[src/rtl/uds_defines.svh]
// register offsets, field positions, reset values and timing counts
`ifndef UDS_DEFINES_SVH
`define UDS_DEFINES_SVH
`define UDS_OFS_FRAME    8'h00
`define UDS_OFS_STATE    8'h04
`define UDS_OFS_FADDR    8'h08
`define UDS_OFS_IEN_SET  8'h10
`define UDS_OFS_IEN_CLR  8'h14
`define UDS_OFS_MASK     8'h18
`define UDS_OFS_STATUS   8'h1c
`define UDS_OFS_ICLR     8'h20
`define UDS_FRAME_ERROR_BIT 16
`define UDS_FRAME_GOOD_BIT  17
`define UDS_FUNC_EN_BIT     8
`define UDS_BYTE_OK_BIT  4
`define UDS_BYTE_ERR_BIT 3
`define UDS_IRQ_SUSPEND  8
`define UDS_IRQ_RESUME   9
`define UDS_IRQ_SOF      11
`define UDS_IRQ_BUSRST   12
`define UDS_IRQ_WAKEUP   13
`define UDS_MASK_VALID   16'h2b3f
`define UDS_MASK_RESET   16'h1200
`define UDS_FADDR_RESET  32'h0000_0100
`define UDS_IDLE_MS      3
`define UDS_CLK_KHZ      250000
`define UDS_IDLE_CYCLES  (`UDS_IDLE_MS * `UDS_CLK_KHZ)
`endif

[src/rtl/uds_pkg.sv]
// types shared by the device state and interrupt mask block
`default_nettype none
package uds_pkg;
  typedef struct packed {
    logic        sofPid;
    logic        sofEop;
    logic        sofCrcErr;
    logic [10:0] frameNum;
  } uds_sof_s;
  typedef struct packed {
    logic [7:0]  addr;
    logic [31:0] wdata;
    logic        wr;
    logic        rd;
  } uds_bus_s;
  typedef enum logic [1:0] {
    ST_DEFAULT,
    ST_ADDRESSED,
    ST_CONFIGURED
  } uds_dev_e;
endpackage
`default_nettype wire

[src/rtl/uds_device_state.sv]
// usb device frame capture, device state and interrupt mask logic
//
// Function
// frame counter of 11 bits loaded at each start-of-frame end-of-packet
// frame error set at SOF EOP on error, cleared on SOF PID
// frame good set at SOF EOP without error, cleared on SOF PID
// start-of-frame status raised on SOF PID, not waiting for EOP
// byte view puts frame good at high bit 4, error at low bit 3
// address enable reads state; write 1 enters; write 0 does nothing
// firmware loads address and finishes status stage before address enable
// configured bit reads state; write 1 enters, write 0 leaves
// firmware sets configured only in address state after Set Configuration
// seven-bit function address, firmware written, resets to zero
// function enable reads back, cleared by 0, gates packet transfers
// firmware sets function enable after host bus reset
// enable register write 1 sets matching mask bit, write 0 ignored
// disable register write 1 clears matching mask bits
// mask bit 12 always reads 1 and cannot be masked
// mask bit 1 means interrupt enabled, 0 means disabled
// end-of-bus-reset status raised when bus reset finishes
// suspend status raised after 3 ms with no bus activity
// interrupt output high while a status bit and its mask are set
`include "uds_defines.svh"
`default_nettype none
module uds_device_state #(
  parameter int unsigned IDLE_CYCLES = `UDS_IDLE_CYCLES
) (
  input  wire logic             clock,
  input  wire logic             reset_n,
  input  wire uds_pkg::uds_bus_s bus,
  output var  logic [31:0]      rdata,
  input  wire uds_pkg::uds_sof_s sof,
  input  wire logic [5:0]       endpointIrq,
  input  wire logic             busActivity,
  input  wire logic             busResetDone,
  input  wire logic             resumeSeen,
  input  wire logic             wakeupSeen,
  output logic                  irq,
  output logic                  functionEnable,
  output logic [6:0]            deviceAddress,
  output logic                  configuredState,
  output logic                  addressState,
  output logic                  suspended,
  output logic [7:0]            frameHighByte,
  output logic [7:0]            frameLowByte
);
  logic [10:0]     frameCounter;
  logic            frameErrorFlag;
  logic            frameGoodFlag;
  uds_pkg::uds_dev_e devState;
  logic [15:0]     mask;
  logic [15:0]     status;
  logic [15:0]     events;
  logic [31:0]     idleCount;
  logic            idleHit;
  logic            wrFaddr;
  logic            wrState;
  localparam logic [31:0] FUNC_ADDR_RESET = `UDS_FADDR_RESET;

  function automatic logic hit(input logic [7:0] a, input logic [7:0] ofs);
    hit = (a == ofs);
  endfunction

  assign wrFaddr = bus.wr && hit(bus.addr, `UDS_OFS_FADDR);
  assign wrState = bus.wr && hit(bus.addr, `UDS_OFS_STATE);

  // frame capture
  always_ff @(posedge clock or negedge reset_n) begin
    if (!reset_n) begin
      frameCounter   <= 11'h000;
      frameErrorFlag <= 1'b0;
      frameGoodFlag  <= 1'b0;
    end else if (sof.sofPid) begin
      frameErrorFlag <= 1'b0;
      frameGoodFlag  <= 1'b0;
    end else if (sof.sofEop) begin
      frameCounter   <= sof.frameNum;
      frameErrorFlag <= sof.sofCrcErr;
      frameGoodFlag  <= !sof.sofCrcErr;
    end
  end

  // byte-wide view of frame register
  always_ff @(posedge clock or negedge reset_n) begin
    if (!reset_n) begin
      frameHighByte <= 8'h00;
      frameLowByte  <= 8'h00;
    end else begin
      frameHighByte <= {3'h0, frameGoodFlag, 1'b0, frameCounter[10:8]};
      frameLowByte  <= {frameCounter[7:4], frameErrorFlag,
                        frameCounter[2:0]};
    end
  end

  // device state: bus reset returns to default
  always_ff @(posedge clock or negedge reset_n) begin
    if (!reset_n) begin
      devState <= uds_pkg::ST_DEFAULT;
    end else if (busResetDone) begin
      devState <= uds_pkg::ST_DEFAULT;
    end else if (wrState) begin
      case (devState)
        uds_pkg::ST_DEFAULT: begin
          if (bus.wdata[0]) begin
            devState <= bus.wdata[1] ? uds_pkg::ST_CONFIGURED
                                     : uds_pkg::ST_ADDRESSED;
          end
        end
        uds_pkg::ST_ADDRESSED: begin
          if (bus.wdata[1]) begin
            devState <= uds_pkg::ST_CONFIGURED;
          end
        end
        uds_pkg::ST_CONFIGURED: begin
          if (!bus.wdata[1]) begin
            devState <= uds_pkg::ST_ADDRESSED;
          end
        end
        default: devState <= uds_pkg::ST_DEFAULT;
      endcase
    end
  end

  always_ff @(posedge clock or negedge reset_n) begin
    if (!reset_n) begin
      addressState    <= 1'b0;
      configuredState <= 1'b0;
    end else begin
      addressState    <= (devState != uds_pkg::ST_DEFAULT);
      configuredState <= (devState == uds_pkg::ST_CONFIGURED);
    end
  end

  // function address and enable
  always_ff @(posedge clock or negedge reset_n) begin
    if (!reset_n) begin
      deviceAddress  <= 7'h00;
      functionEnable <= FUNC_ADDR_RESET[`UDS_FUNC_EN_BIT];
    end else if (wrFaddr) begin
      deviceAddress  <= bus.wdata[6:0];
      functionEnable <= bus.wdata[`UDS_FUNC_EN_BIT];
    end
  end

  // idle timer for suspend
  assign idleHit = (idleCount == IDLE_CYCLES - 1);
  always_ff @(posedge clock or negedge reset_n) begin
    if (!reset_n) begin
      idleCount <= 32'h0;
      suspended <= 1'b0;
    end else if (busActivity) begin
      idleCount <= 32'h0;
      suspended <= 1'b0;
    end else if (!suspended) begin
      idleCount <= idleHit ? 32'h0 : idleCount + 32'h1;
      if (idleHit) begin
        suspended <= 1'b1;
      end
    end
  end

  always_comb begin
    events = 16'h0000;
    events[5:0] = endpointIrq;
    events[`UDS_IRQ_SUSPEND] = !busActivity && !suspended && idleHit;
    events[`UDS_IRQ_RESUME]  = resumeSeen;
    events[`UDS_IRQ_SOF]     = sof.sofPid;
    events[`UDS_IRQ_BUSRST]  = busResetDone;
    events[`UDS_IRQ_WAKEUP]  = wakeupSeen;
  end

  // sticky status, set wins over write-one clear
  always_ff @(posedge clock or negedge reset_n) begin
    if (!reset_n) begin
      status <= 16'h0000;
    end else begin
      if (bus.wr && hit(bus.addr, `UDS_OFS_ICLR)) begin
        status <= ((status & ~bus.wdata[15:0]) | events)
                  & (`UDS_MASK_VALID | 16'h1000);
      end else begin
        status <= (status | events) & (`UDS_MASK_VALID | 16'h1000);
      end
    end
  end

  // mask register, bus reset restores its reset value
  always_ff @(posedge clock or negedge reset_n) begin
    if (!reset_n) begin
      mask <= `UDS_MASK_RESET;
    end else if (busResetDone) begin
      mask <= `UDS_MASK_RESET;
    end else if (bus.wr && hit(bus.addr, `UDS_OFS_IEN_SET)) begin
      mask <= mask | (bus.wdata[15:0] & `UDS_MASK_VALID);
    end else if (bus.wr && hit(bus.addr, `UDS_OFS_IEN_CLR)) begin
      mask <= (mask & ~(bus.wdata[15:0] & `UDS_MASK_VALID))
              | 16'h1000;
    end
  end

  always_ff @(posedge clock or negedge reset_n) begin
    if (!reset_n) begin
      irq <= 1'b0;
    end else begin
      irq <= |(status & (mask | 16'h1000));
    end
  end

  // read port, data one cycle after strobe
  always_ff @(posedge clock or negedge reset_n) begin
    if (!reset_n) begin
      rdata <= 32'h0;
    end else if (bus.rd) begin
      case (bus.addr)
        `UDS_OFS_FRAME: begin
          rdata <= {14'h0, frameGoodFlag, frameErrorFlag, 5'h0,
                    frameCounter};
        end
        `UDS_OFS_STATE: begin
          rdata <= {30'h0, devState == uds_pkg::ST_CONFIGURED,
                    devState != uds_pkg::ST_DEFAULT};
        end
        `UDS_OFS_FADDR: rdata <= {23'h0, functionEnable, 1'b0, deviceAddress};
        `UDS_OFS_MASK: rdata <= {16'h0, mask | 16'h1000};
        `UDS_OFS_STATUS: rdata <= {16'h0, status};
        default: rdata <= 32'h0;
      endcase
    end else begin
      rdata <= 32'h0;
    end
  end

  property p_frame_load;
    @(posedge clock) disable iff (!reset_n)
      sof.sofEop && !sof.sofPid |=> frameCounter == $past(sof.frameNum);
  endproperty
  a_frame_load: assert property (p_frame_load)
    else $error("frame counter not loaded at eop");

  property p_err_flag;
    @(posedge clock) disable iff (!reset_n)
      sof.sofPid |=> !frameErrorFlag && !frameGoodFlag;
  endproperty
  a_err_flag: assert property (p_err_flag)
    else $error("frame flags not cleared on pid");

  property p_good_flag;
    @(posedge clock) disable iff (!reset_n)
      sof.sofEop && !sof.sofPid |=> frameGoodFlag != frameErrorFlag;
  endproperty
  a_good_flag: assert property (p_good_flag)
    else $error("frame good and error not exclusive");

  property p_sof_status;
    @(posedge clock) disable iff (!reset_n)
      sof.sofPid |=> status[`UDS_IRQ_SOF];
  endproperty
  a_sof_status: assert property (p_sof_status)
    else $error("sof status not raised on pid");

  property p_addr_sticky;
    @(posedge clock) disable iff (!reset_n)
      devState != uds_pkg::ST_DEFAULT && !busResetDone
        |=> devState != uds_pkg::ST_DEFAULT;
  endproperty
  a_addr_sticky: assert property (p_addr_sticky)
    else $error("address state left without reset");

  property p_mask12;
    @(posedge clock) disable iff (!reset_n)
      bus.rd && bus.addr == `UDS_OFS_MASK |=> rdata[12];
  endproperty
  a_mask12: assert property (p_mask12)
    else $error("mask bit 12 read as zero");

  property p_ien;
    @(posedge clock) disable iff (!reset_n)
      bus.wr && bus.addr == `UDS_OFS_IEN_SET && bus.wdata[0] && !busResetDone
        |=> mask[0];
  endproperty
  a_ien: assert property (p_ien)
    else $error("enable write did not set mask");

  property p_idr;
    @(posedge clock) disable iff (!reset_n)
      bus.wr && bus.addr == `UDS_OFS_IEN_CLR && bus.wdata[11]
        |=> !mask[11];
  endproperty
  a_idr: assert property (p_idr)
    else $error("disable write did not clear mask");

  property p_irq;
    @(posedge clock) disable iff (!reset_n)
      |(status & (mask | 16'h1000)) |=> irq;
  endproperty
  a_irq: assert property (p_irq)
    else $error("interrupt not raised");

  property p_busrst;
    @(posedge clock) disable iff (!reset_n)
      busResetDone |=> status[`UDS_IRQ_BUSRST]
        && devState == uds_pkg::ST_DEFAULT;
  endproperty
  a_busrst: assert property (p_busrst)
    else $error("bus reset end not recorded");

  property p_suspend;
    @(posedge clock) disable iff (!reset_n)
      !busActivity && !suspended && idleHit
        |=> suspended && status[`UDS_IRQ_SUSPEND];
  endproperty
  a_suspend: assert property (p_suspend)
    else $error("suspend not entered after idle");

  property p_addr_enter;
    @(posedge clock) disable iff (!reset_n)
      wrState && bus.wdata[0] && !busResetDone
        |=> devState != uds_pkg::ST_DEFAULT;
  endproperty
  a_addr_enter: assert property (p_addr_enter)
    else $error("address enable write ignored");

  property p_cfg;
    @(posedge clock) disable iff (!reset_n)
      wrState && !busResetDone && devState != uds_pkg::ST_DEFAULT
        |=> (devState == uds_pkg::ST_CONFIGURED) == $past(bus.wdata[1]);
  endproperty
  a_cfg: assert property (p_cfg)
    else $error("configured bit write not applied");

  property p_faddr;
    @(posedge clock) disable iff (!reset_n)
      wrFaddr |=> deviceAddress == $past(bus.wdata[6:0])
        && functionEnable == $past(bus.wdata[`UDS_FUNC_EN_BIT]);
  endproperty
  a_faddr: assert property (p_faddr)
    else $error("function address write not applied");

  property p_byte_view;
    @(posedge clock) disable iff (!reset_n)
      1'b1 |=> frameHighByte[`UDS_BYTE_OK_BIT] == $past(frameGoodFlag)
        && frameLowByte[`UDS_BYTE_ERR_BIT] == $past(frameErrorFlag);
  endproperty
  a_byte_view: assert property (p_byte_view)
    else $error("byte view flags misplaced");

  c_sof: cover property (@(posedge clock) disable iff (!reset_n)
    sof.sofPid ##[1:20] sof.sofEop);
  c_cfg: cover property (@(posedge clock) disable iff (!reset_n)
    devState == uds_pkg::ST_CONFIGURED);
  c_irq: cover property (@(posedge clock) disable iff (!reset_n) irq);
  c_susp: cover property (@(posedge clock) disable iff (!reset_n)
    $rose(suspended));
  c_busrst: cover property (@(posedge clock) disable iff (!reset_n)
    busResetDone ##2 irq);
endmodule
`default_nettype wire

[config.mk]
export PLATFORM = sky130hd
export DESIGN_NAME = uds_device_state
export DESIGN_NICKNAME = d
export VERILOG_FILES = /design/src/rtl/uds_pkg.sv /design/src/rtl/uds_device_state.sv
export VERILOG_INCLUDE_DIRS = /design/src /design/src/rtl
export SDC_FILE = /design/constraint.sdc
export NUM_CORES = 1
export LEC_CHECK = 0
export ABC_AREA = 1
export BUFFER_PORTS_ARGS = -buffer_cell sky130_fd_sc_hd__buf_4
export CAP_MARGIN = 40
export CORE_ASPECT_RATIO = 0.9
export CORE_MARGIN = 4
export CORE_UTILIZATION = 55
export CTS_BUF_LIST = sky130_fd_sc_hd__clkbuf_16
export DETAILED_ROUTE_END_ITERATION = 8
export PLACE_DENSITY = 0.81
export SKIP_LAST_GASP = 1
export SLEW_MARGIN = 25
export SYNTH_ARGS = -nofsm -noshare
export SYNTH_HDL_FRONTEND = slang
export SYNTH_SLANG_ARGS = --single-unit
[constraint.sdc]
create_clock -name clock -period 2.8 [get_ports clock]
set_clock_uncertainty 0.15 [all_clocks]
set_input_delay 0.7 -clock clock [delete_from_list [all_inputs] [get_ports clock]]
set_output_delay 0.7 -clock clock [all_outputs]
set_load 0.01 [all_outputs]
==> impl_metrics.yaml, run 1 <==
sta:
  setup_viol: 0
  rsz0062_at_grt: "no"
  fin_crit_sh_pct: 76.4
  maxSlewHeadroom_pct: 58.5
  tightest_slew_ns: 0.623
  fin_crit_ns: 2.14
  timing.fmax_ghz: 0.468
  setup_tns_ns: 0
  slew_violations: 0
  hold_viol_final: 0
  worst_slack_ns: 0.662
die:
  die_y_um: 104
  ios: 128
  core_region_area_sq_um: 9870
  placementRows: 34
  start_util_pct: 57.6
  die_w_um: 115
  die-area_sq_um: 12000
synth:
  synth_flop_cell: "dfrtp_1"
  synth_top_area_share_pct: 47.1
  async_reset_ff_share_pct: 100
  synth_compound_area_share_pct: 7.94
  ys_top_cells_by_count: "nand2_1 (219), dfrtp_1 (107), nor2_1 (96)"
  ys_types: 37
  yosysMostFrequentCell: "nand2_1"
  synthCells: 742
  synth_top_family_by_area: "simple AND/OR/NAND/NOR gates"
  synth_area_leader_cell: "dfrtp_1"
  synth_area_leaders: "dfrtp_1 (47%), nand2_1 (14%), nand3_1 (6.4%)"
  yosys_register_bits: 109
  synth_edf_count: 0
  syn-cell-area_sq_um: 5690
  synth_xor_area_share_pct: 2.00
  syn_avg_cell_area_sq_um: 7.66
  synth.area.mux_share_pct: 1.78
  ys_seq_area_share_pct: 48.0
  synth-simple-area-share_pct: 30.6
  synth-adder-area-share_pct: 0.220
  yosysWarnings: 0
drt:
  ant_nets: 0
  vias: 5244
  drc: 0
  dr.pass1.iters: 5
  wire_per_inst_um: 15.2
  routed_wl_mm: 14.7
  drtIter0Drc: 501
  viasPerCell: 5.43
cts:
  clockBufferDepth: 2
  cts_tree: "done"
  post_cts_resized: 0
  insertion_delay_ns: 0.34
  ctsHtreeMaxLevel: 3
  cts_setup_buffers: 0
  numCtsBuffers: 9
  root_buffer: "clkbuf_16"
  cts_hold_buf: 0
  path_clk_slew_ns: 0.07
  clock_sinks: 109
global_routing:
  grt_usage_pct: 24.8
  grt_pass1_vias: 4908
  antenna_found_initial: 0
  grt.overflow.total: 0
  grt_pass1_wl_mm: 23.7
  grt_max_degree: 47
cells_and_area:
  utilization_pct: 68.2
  stdcell_count: 966
  drive_above_1_share_pct: 17.7
  nNetsFinal: 905
  syn2layout_area_growth_pct: 18.4
  antenna_cells: 0
place:
  dp_hpwl_mm: 11.0
  io_buffers: 89
  dp_cells: 951
  place_congestion: 0.960
  pre_cts_slack_ns: 0.353
worst_setup_path:
  path_depth: 7
  reg2reg_from: "idleCount[0]$_DFFE_PN0P_"
  crit_arrival_ns: 2.21
  r2r_slack_ns: 0.74
  startpoint: "bus[35]"
  crit_type: "in2reg"
  slowest_stage: "nand4_1"
  r2r-end: "idleCount[24]$_DFFE_PN0P_"
  path_buf_inv: 1
  critPathRequiredTime_ns: 2.87
  path_cells: "buf_4 > nor2_4 > nand3_1 > nor2_1 > nand4_1 > o21ai_0 > nand2_1"
  end_kind: "flip-flop"
  start_kind: "input pin"
  cp_max_fo: 11
  rr_worst_depth: 9
  setup.worst_path.end: "status[3]$_DFF_PN0_"
  cpLargestDelayFamily: "simple AND/OR/NAND/NOR gates"
  slowest_delay_ns: 0.46
power:
  pwr_density_cell_nw_per_um2: 472
  ir_drop_v: 0.000270
  p_leak_uw: 0.00326
  power_uw: 3180
outcome:
  status: "completed"
run:
  drv_cap: 0
worst_hold_path:
  holdCritPathClass: "in2async"
-- metrics by stage --
stage	instance area [sq um]	hold WS, ns
floorplan	5750	0.204
finish	6730	0.212
global route	6730	0.241
detailed placement	6450	0.210
CTS	6730	0.229
global placement	6450	0.208
-- power breakdown --
group,total [uW],switching (uW),internal (uW),leakage (uW)
logic,286,163,123,0.00173
registers,1670,37.9,1630,0.00139
clock network,1220,602,617,0.000136
-- state kept, by name, summed over array words and instances (netlist names) --
signal,count
frameGoodFlag,1
addressState,1
mask,10
functionEnable,1
status,11
rdata,17
frameLowByte,8
frameCounter,11
frameHighByte,4
configuredState,1
irq,1
suspended,1
idleCount,32
deviceAddress,7
devState,2
frameErrorFlag,1
-- per-layer routing --
metal | GRT usage (%) | vias to the layer above | routed length, um
li1 | - | 2492 | -
met1 | 36.2 | 2452 | 6330
met2 | 36.7 | 280 | 6610
met3 | 5.64 | 20 | 1510
met4 | 7.71 | 0 | 219
met5 | 0 | - | 0
-- cell families (layout without fill, tap and decap cells) --
kind of cell,Yosys count,after routing
compound gates,79,79
xor+xnor,13,13
fa+ha+maj,1,1
buf+inv,117,197
flops,109,109
mux,9,9
other cells,1,19
simple gates,413,413
-- worst min-delay path by stage --
stage | start | endpoint | slack (ns) | depth (start not counted)
6_report | reset_n | addressState$_DFF_PN0_ | 0.21 | 1
5_1_grt | frameErrorFlag$_DFFE_PN0P_ | frameLowByte[3]$_DFF_PN0_ | 0.24 | 0
4_1_cts | reset_n | rdata[0]$_DFF_PN0_ | 0.23 | 1
3_5_place_dp | frameCounter[10]$_DFFE_PN0P_ | frameHighByte[2]$_DFF_PN0_ | 0.21 | 0
3_3_place_gp | frameGoodFlag$_DFFE_PN0P_ | frameHighByte[4]$_DFF_PN0_ | 0.21 | 0
2_1_floorplan | frameCounter[10]$_DFFE_PN0P_ | frameHighByte[2]$_DFF_PN0_ | 0.20 | 0
-- cell usage in the layout (no fill, tap or decap), drive strengths merged, types with 2 or more instances in the layout --
cell type | Yosys | routed
nor2 | 104 | 104
a22o | 2 | 2
clkbuf | 4 | 9
dfstp | 2 | 2
xor2 | 8 | 8
buf | 31 | 100
conb | 1 | 19
xnor2 | 5 | 5
clkinv | 1 | 4
o211ai | 2 | 2
nand2 | 222 | 222
o21ai | 59 | 59
mux2 | 9 | 9
nand3 | 74 | 74
inv | 81 | 83
dfrtp | 107 | 107
o21bai | 5 | 5
nand4 | 8 | 8
nor3 | 2 | 2
a21oi | 10 | 10
-- layout make-up --
cell class | count | area (sq um)
fillers | 792 | 3140
flip-flops and latches | 109 | 2730
multi-input cells | 534 | 2490
repair buffers | 100 | 763
inverters | 82 | 308
clock buffers | 9 | 225
well taps | 126 | 158
clock inverters | 6 | 56.3
Note: power is estimated with default switching activity, not from simulation.
==> run 2, diff against run 1 <==
--- a/config.mk
+++ b/config.mk
@@ -11,10 +11,10 @@
 export CAP_MARGIN = 40
 export CORE_ASPECT_RATIO = 0.9
 export CORE_MARGIN = 4
-export CORE_UTILIZATION = 55
+export CORE_UTILIZATION = 49
 export CTS_BUF_LIST = sky130_fd_sc_hd__clkbuf_16
 export DETAILED_ROUTE_END_ITERATION = 8
-export PLACE_DENSITY = 0.81
+export PLACE_DENSITY = 0.76
 export SKIP_LAST_GASP = 1
 export SLEW_MARGIN = 25
 export SYNTH_ARGS = -nofsm -noshare
==> constraint.sdc (replaced) <==
create_clock -name clock -period 1.96 [get_ports clock]
set_clock_uncertainty 0.15 [all_clocks]
set_input_delay 0.49 -clock clock [delete_from_list [all_inputs] [get_ports clock]]
set_output_delay 0.49 -clock clock [all_outputs]
set_load 0.01 [all_outputs]
==> run 2 against run 1 <==
Global-route usage decreased by 1.8 points; critical endpoint is now idleCount[9]$_DFFE_PN0P_; count of clock-buffer cells in the layout is the same; core utilization fell by 6.9 points; non-clock buffer count up 16; hold slack got worse by 0.050 ns; flip-flop and latch count unchanged; critical path type is now reg2reg; highest routed layer unchanged; critical path depth grew 2; sequential share of layout area shrank 1.4 points; power rose by 48%; combinational power up 51%.
==> impl_metrics.yaml, run 2 (synthesis results as in run 1) <==
die:
  die_w_um: 122
  core_region_area_sq_um: 11400
  ios: 128
  die-area_sq_um: 13400
  placementRows: 37
  die_y_um: 110
  start_util_pct: 49.9
sta:
  fin_crit_sh_pct: 94.2
  setup_tns_ns: 0
  rsz0062_at_grt: "no"
  setup_viol: 0
  worst_slack_ns: 0.114
  fin_crit_ns: 1.85
  slew_violations: 0
  hold_viol_final: 0
  timing.fmax_ghz: 0.542
drt:
  drtIter0Drc: 547
  ant_nets: 0
  drc: 0
  routed_wl_mm: 14.6
  vias: 5100
  viasPerCell: 5.03
  dr.pass1.iters: 5
  wire_per_inst_um: 14.4
place:
  place_congestion: 0.975
  place_area_sq_um: 6650
  dp_hpwl_mm: 11.0
  io_buffers: 89
  pre_cts_slack_ns: 0.0623
cts:
  root_buffer: "clkbuf_16"
  cts_tree: "done"
  path_clk_slew_ns: 0.09
  insertion_delay_ns: 0.36
  numCtsBuffers: 9
  cts_setup_buffers: 0
  clock_sinks: 109
  clockBufferDepth: 2
  ctsHtreeMaxLevel: 3
cells_and_area:
  top_regs: "idleCount x32, rdata x17"
  fin_area_sq_um: 6980
  mostFrequentLayoutCell: "nand2_1"
  nFillCells: 1054
  utilization_pct: 61.3
  antenna_cells: 0
  largest-register: "idleCount"
  syn2layout_area_growth_pct: 22.8
  nNetsFinal: 921
  final_cell_mix: "nand2_1 (219), buf_4 (110), dfrtp_1 (107), nor2_1 (95), inv_1 (80)"
  largest_register_ffs: 32
  drive_above_1_share_pct: 19.5
global_routing:
  antenna_found_initial: 0
  grt_pass1_vias: 4755
  grt_max_degree: 32
  grt.overflow.total: 0
  grt_pass1_wl_mm: 24.0
  grt_usage_pct: 23.0
worst_setup_path:
  crit_type: "reg2reg"
  cp_max_fo: 21
  rr_worst_depth: 9
  path_depth: 9
  start_kind: "flip-flop"
  path_buf_inv: 2
  slowest_stage: "dfrtp_1"
  path_cells: "ha_2 > inv_1 > nor2_2 > nand3_1 > nor2_1 > nand2_1 > nand2_1 > buf_12 > o21ai_0"
  slowest_delay_ns: 0.43
  cp_common_cell: "nand2_1"
  startpoint: "idleCount[0]$_DFFE_PN0P_"
  critPathRequiredTime_ns: 2.03
  r2r_slack_ns: 0.11
  cpLargestDelayFamily: "simple AND/OR/NAND/NOR gates"
  reg2reg_from: "idleCount[0]$_DFFE_PN0P_"
  setup.worst_path.end: "idleCount[9]$_DFFE_PN0P_"
  crit_arrival_ns: 1.92
  end_kind: "flip-flop"
  r2r-end: "idleCount[9]$_DFFE_PN0P_"
worst_hold_path:
  holdCritPathClass: "in2reg"
power:
  p_leak_uw: 0.00337
  ir_drop_v: 0.000478
  pwr_density_cell_nw_per_um2: 673
run:
  drv_cap: 0
outcome:
  status: "completed"
-- run 2: cell types whose count changed in the layout (fill, tap and decap cells not counted), sizes merged --
| cell | before | now |
|---|---|---|
| clkinv | 4 | 5 |
| inv | 83 | 84 |
| clkinvlp | 1 | 0 |
| dlygate4sd3 | 0 | 1 |
| buf | 100 | 115 |
-- run 2: how the worst min path moves through the flow --
stage	from	end	slack (ns)	depth (start not counted)
after floorplan	reset_n	addressState$_DFF_PN0_	0.04	0
after global placement	frameErrorFlag$_DFFE_PN0P_	frameLowByte[3]$_DFF_PN0_	0.21	0
after detailed placement	frameCounter[10]$_DFFE_PN0P_	frameHighByte[2]$_DFF_PN0_	0.21	0
after CTS	wakeupSeen	status[13]$_DFF_PN0_	0.16	3
after global routing	endpointIrq[1]	status[1]$_DFF_PN0_	0.17	3
final	wakeupSeen	status[13]$_DFF_PN0_	0.16	3
-- run 2: repair_timing --
| item | in CTS | in global routing |
|---|---|---|
| hold buffers | 1 | 0 |
| setup endpoints to repair | 0 | 16 |
| resized for setup | 0 | 1 |
| hold endpoints to repair | 24 | 0 |
-- run 2: final cells by class --
cell class | count | area, sq um | area share (%)
Sequential cell | 109 | 2730 | 39.1
Multi-Input combinational cell | 534 | 2500 | 35.8
Timing Repair Buffer | 116 | 936 | 13.4
Inverter | 82 | 308 | 4.41
Clock buffer | 9 | 225 | 3.23
Tap cell | 156 | 195 | 2.80
Clock inverter | 7 | 88.8 | 1.27
-- run 2: worst min-delay path, cell delays in order --
cell	delay (ns)
buf_4	0.07
inv_1	0.03
nand2_1	0.05
-- run 2: through the flow --
step           instances  total power [uW]  hold WS [ns]
3_5_place_dp         996              2860         0.212
2_1_floorplan        760              2600        0.0444
6_report            1013              4700         0.163
3_3_place_gp         996              2850         0.208
4_1_cts             1013              4730         0.156
5_1_grt             1013              4880         0.166
-- run 2: routing by layer --
| metal | up-vias | routed length (um) | GRT usage, % | part of all wire, % |
|---|---|---|---|---|
| li1 | 2524 | - | - | - |
| met4 | 0 | 293 | 6.48 | 2.0 |
| met3 | 21 | 1220 | 4.95 | 8.4 |
| met5 | - | 0 | 0 | 0 |
| met1 | 2352 | 6580 | 33.3 | 45 |
| met2 | 203 | 6460 | 35.1 | 44 |
-- run 2: power breakdown --
| group | leakage (uW) | switching (uW) | internal (uW) |
|---|---|---|---|
| Sequential | 0.00139 | 53.2 | 2330 |
| Clock | 0.000152 | 953 | 925 |
| Combinational | 0.00182 | 232 | 199 |
| Total | 0.00337 | 1240 | 3460 |
==> run 3, diff against run 2 <==
--- a/config.mk
+++ b/config.mk
@@ -7,6 +7,7 @@
 export NUM_CORES = 1
 export LEC_CHECK = 0
 export ABC_AREA = 1
+export ABC_CLOCK_PERIOD_IN_PS = 1960
 export BUFFER_PORTS_ARGS = -buffer_cell sky130_fd_sc_hd__buf_4
 export CAP_MARGIN = 40
 export CORE_ASPECT_RATIO = 0.9
@@ -15,6 +16,7 @@
 export CTS_BUF_LIST = sky130_fd_sc_hd__clkbuf_16
 export DETAILED_ROUTE_END_ITERATION = 8
 export PLACE_DENSITY = 0.76
+export REMOVE_ABC_BUFFERS = 1
 export SKIP_LAST_GASP = 1
 export SLEW_MARGIN = 25
 export SYNTH_ARGS = -nofsm -noshare
==> constraint.sdc (replaced) <==
create_clock -name clock -period 1.96 [get_ports clock]
set_clock_uncertainty 0.15 [all_clocks]
set_input_delay 0.196 -clock clock [delete_from_list [all_inputs] [get_ports clock]]
set_output_delay 0.196 -clock clock [all_outputs]
set_load 0.01 [all_outputs]
==> run 3 against run 2 <==
Count of clock-buffer cells in the layout unchanged; design area is 3.9% higher; combinational power grew 9.5%; critical path depth fell by 1; sequential share of layout area decreased by 1.5 points; power is 0.45% lower; global-route usage up 0.093 points; first-iteration DRC count decreased by 9.7%; die area unchanged.
==> impl_metrics.yaml, run 3 (synthesis results as in run 1) <==
cells_and_area:
  stdcell_count: 1042
  nNetsFinal: 950
  antenna_cells: 0
  largest_register_ffs: 32
  fin_area_sq_um: 7250
  nFillCells: 998
  largest-register: "idleCount"
  final_cell_mix: "nand2_1 (218), dfrtp_1 (107), buf_4 (107), nor2_1 (92), inv_1 (81)"
  drive_above_1_share_pct: 18.4
  syn2layout_area_growth_pct: 27.5
  mostFrequentLayoutCell: "nand2_1"
  top_regs: "idleCount x32, rdata x17"
drt:
  routed_wl_mm: 14.8
  drtIter0Drc: 494
  ant_nets: 0
  vias: 5175
  viasPerCell: 4.97
  dr.pass1.iters: 5
  drc: 0
  wire_per_inst_um: 14.2
cts:
  path_clk_slew_ns: 0.07
  root_buffer: "clkbuf_16"
  cts_tree: "done"
  clock_sinks: 109
  numCtsBuffers: 9
  clockBufferDepth: 2
  insertion_delay_ns: 0.34
  ctsHtreeMaxLevel: 3
die:
  ios: 128
  placementRows: 37
  start_util_pct: 49.9
  core_region_area_sq_um: 11400
  die-area_sq_um: 13400
  die_w_um: 122
  die_y_um: 110
worst_setup_path:
  end_kind: "flip-flop"
  cpLargestDelayFamily: "simple AND/OR/NAND/NOR gates"
  crit_type: "reg2reg"
  path_cells: "ha_1 > nand3_1 > buf_4 > nor2_1 > nand3_1 > o21bai_1 > nand3_1 > nand2_1"
  cp_max_fo: 3
  cp_common_cell: "nand3_1"
  path_buf_inv: 1
  start_kind: "flip-flop"
  slowest_stage: "dfrtp_1"
  critPathRequiredTime_ns: 2.10
  slowest_delay_ns: 0.39
  crit_arrival_ns: 1.92
global_routing:
  antenna_found_initial: 0
  grt_max_degree: 41
  grt_pass1_wl_mm: 24.4
  grt_usage_pct: 23.1
  grt_pass1_vias: 4991
  grt.overflow.total: 0
sta:
  setup_viol: 0
  rsz0062_at_grt: "no"
  hold_viol_final: 0
  timing.fmax_ghz: 0.560
  slew_violations: 0
  worst_slack_ns: 0.175
  fin_crit_sh_pct: 91.1
  fin_crit_ns: 1.78
place:
  io_buffers: 89
  place_area_sq_um: 6560
  place_congestion: 0.924
  dp_hpwl_mm: 10.7
  dp_cells: 989
  pre_cts_slack_ns: -0.0160
power:
  p_leak_uw: 0.00347
  power_uw: 4670
  pwr_density_cell_nw_per_um2: 645
  ir_drop_v: 0.000440
worst_hold_path:
  holdCritPathClass: "in2reg"
outcome:
  status: "completed"
run:
  drv_cap: 0
run 3: changes by cell type in the layout (fill, tap and decap cells not counted), sizes merged:
| cell | delta |
|---|---|
| clkinvlp | +1 |
| bufinv | +1 |
| clkinv | -2 |
| dlygate4sd3 | +35 |
| buf | -6 |
run 3: path summary, 6_finish.rpt:
check / startpoint / end / slack, ns / cells after the start
worst max-delay path: idleCount[0]$_DFFE_PN0P_ / idleCount[22]$_DFFE_PN0P_ / 0.18 / 8
worst min-delay path: bus[13] / status[11]$_DFF_PN0_ / 0.01 / 4
worst max register to register: idleCount[0]$_DFFE_PN0P_ / idleCount[22]$_DFFE_PN0P_ / 0.18 / 8
worst min register to register: frameCounter[7]$_DFFE_PN0P_ / frameLowByte[7]$_DFF_PN0_ / 0.23 / 0
max in group asynchronous: reset_n / mask[9]$_DFFE_PN1P_ / 0.80 / 3
min in group asynchronous: reset_n / rdata[10]$_DFF_PN0_ / 0.20 / 2
run 3: cell type report:
cell class                      count  area [sq um]  share of cell area (%)
Clock inverter                      7          72.6                    1.00
Timing Repair Buffer              145          1200                    16.6
Tap cell                          156           195                    2.69
Clock buffer                        9           225                    3.11
Multi-Input combinational cell    534          2510                    34.7
Sequential cell                   109          2730                    37.7
Inverter                           82           308                    4.25
run 3: through the flow:
| step | TNS [ns] | hold WS (ns) | util (%) |
|---|---|---|---|
| CTS | 0 | 0.000831 | 63.4 |
| floorplan | 0 | -0.250 | - |
| detailed placement | -0.0160 | 0.0508 | 57.6 |
| global route | 0 | 0.0140 | 63.7 |
| global placement | 0 | 0.0545 | 57.6 |
| finish | 0 | 0.0134 | 63.7 |
run 3: power breakdown:
part / switching [uW] / internal [uW]
clock network: 819 / 996
logic: 243 / 229
registers: 53.0 / 2330
total: 1120 / 3560
run 3: routing by layer:
metal	wire, um	up-vias	global-route usage, %
met5	0	-	0
met4	367	0	7.20
met3	865	29	4.23
met2	6960	179	36.4
met1	6580	2375	32.6
li1	-	2592	-
run 3: worst register-to-register path, cell delays in order, from the launching register on:
cell and delay, ns:
dfrtp_1 0.39, ha_1 0.20, nand3_1 0.11, buf_4 0.16
nor2_1 0.20, nand3_1 0.19, o21bai_1 0.18, nand3_1 0.09
nand2_1 0.07
run 3: repair_timing:
| action | 4_1_cts | 5_1_grt |
|---|---|---|
| hold buffers | 36 | 0 |
| buffers inserted | 0 | 1 |
| cloned | 0 | 0 |
| setup endpoints to repair | 6 | 9 |
| gates resized for setup | 1 | 5 |
| endpoints found under the hold margin | 68 | 0 |
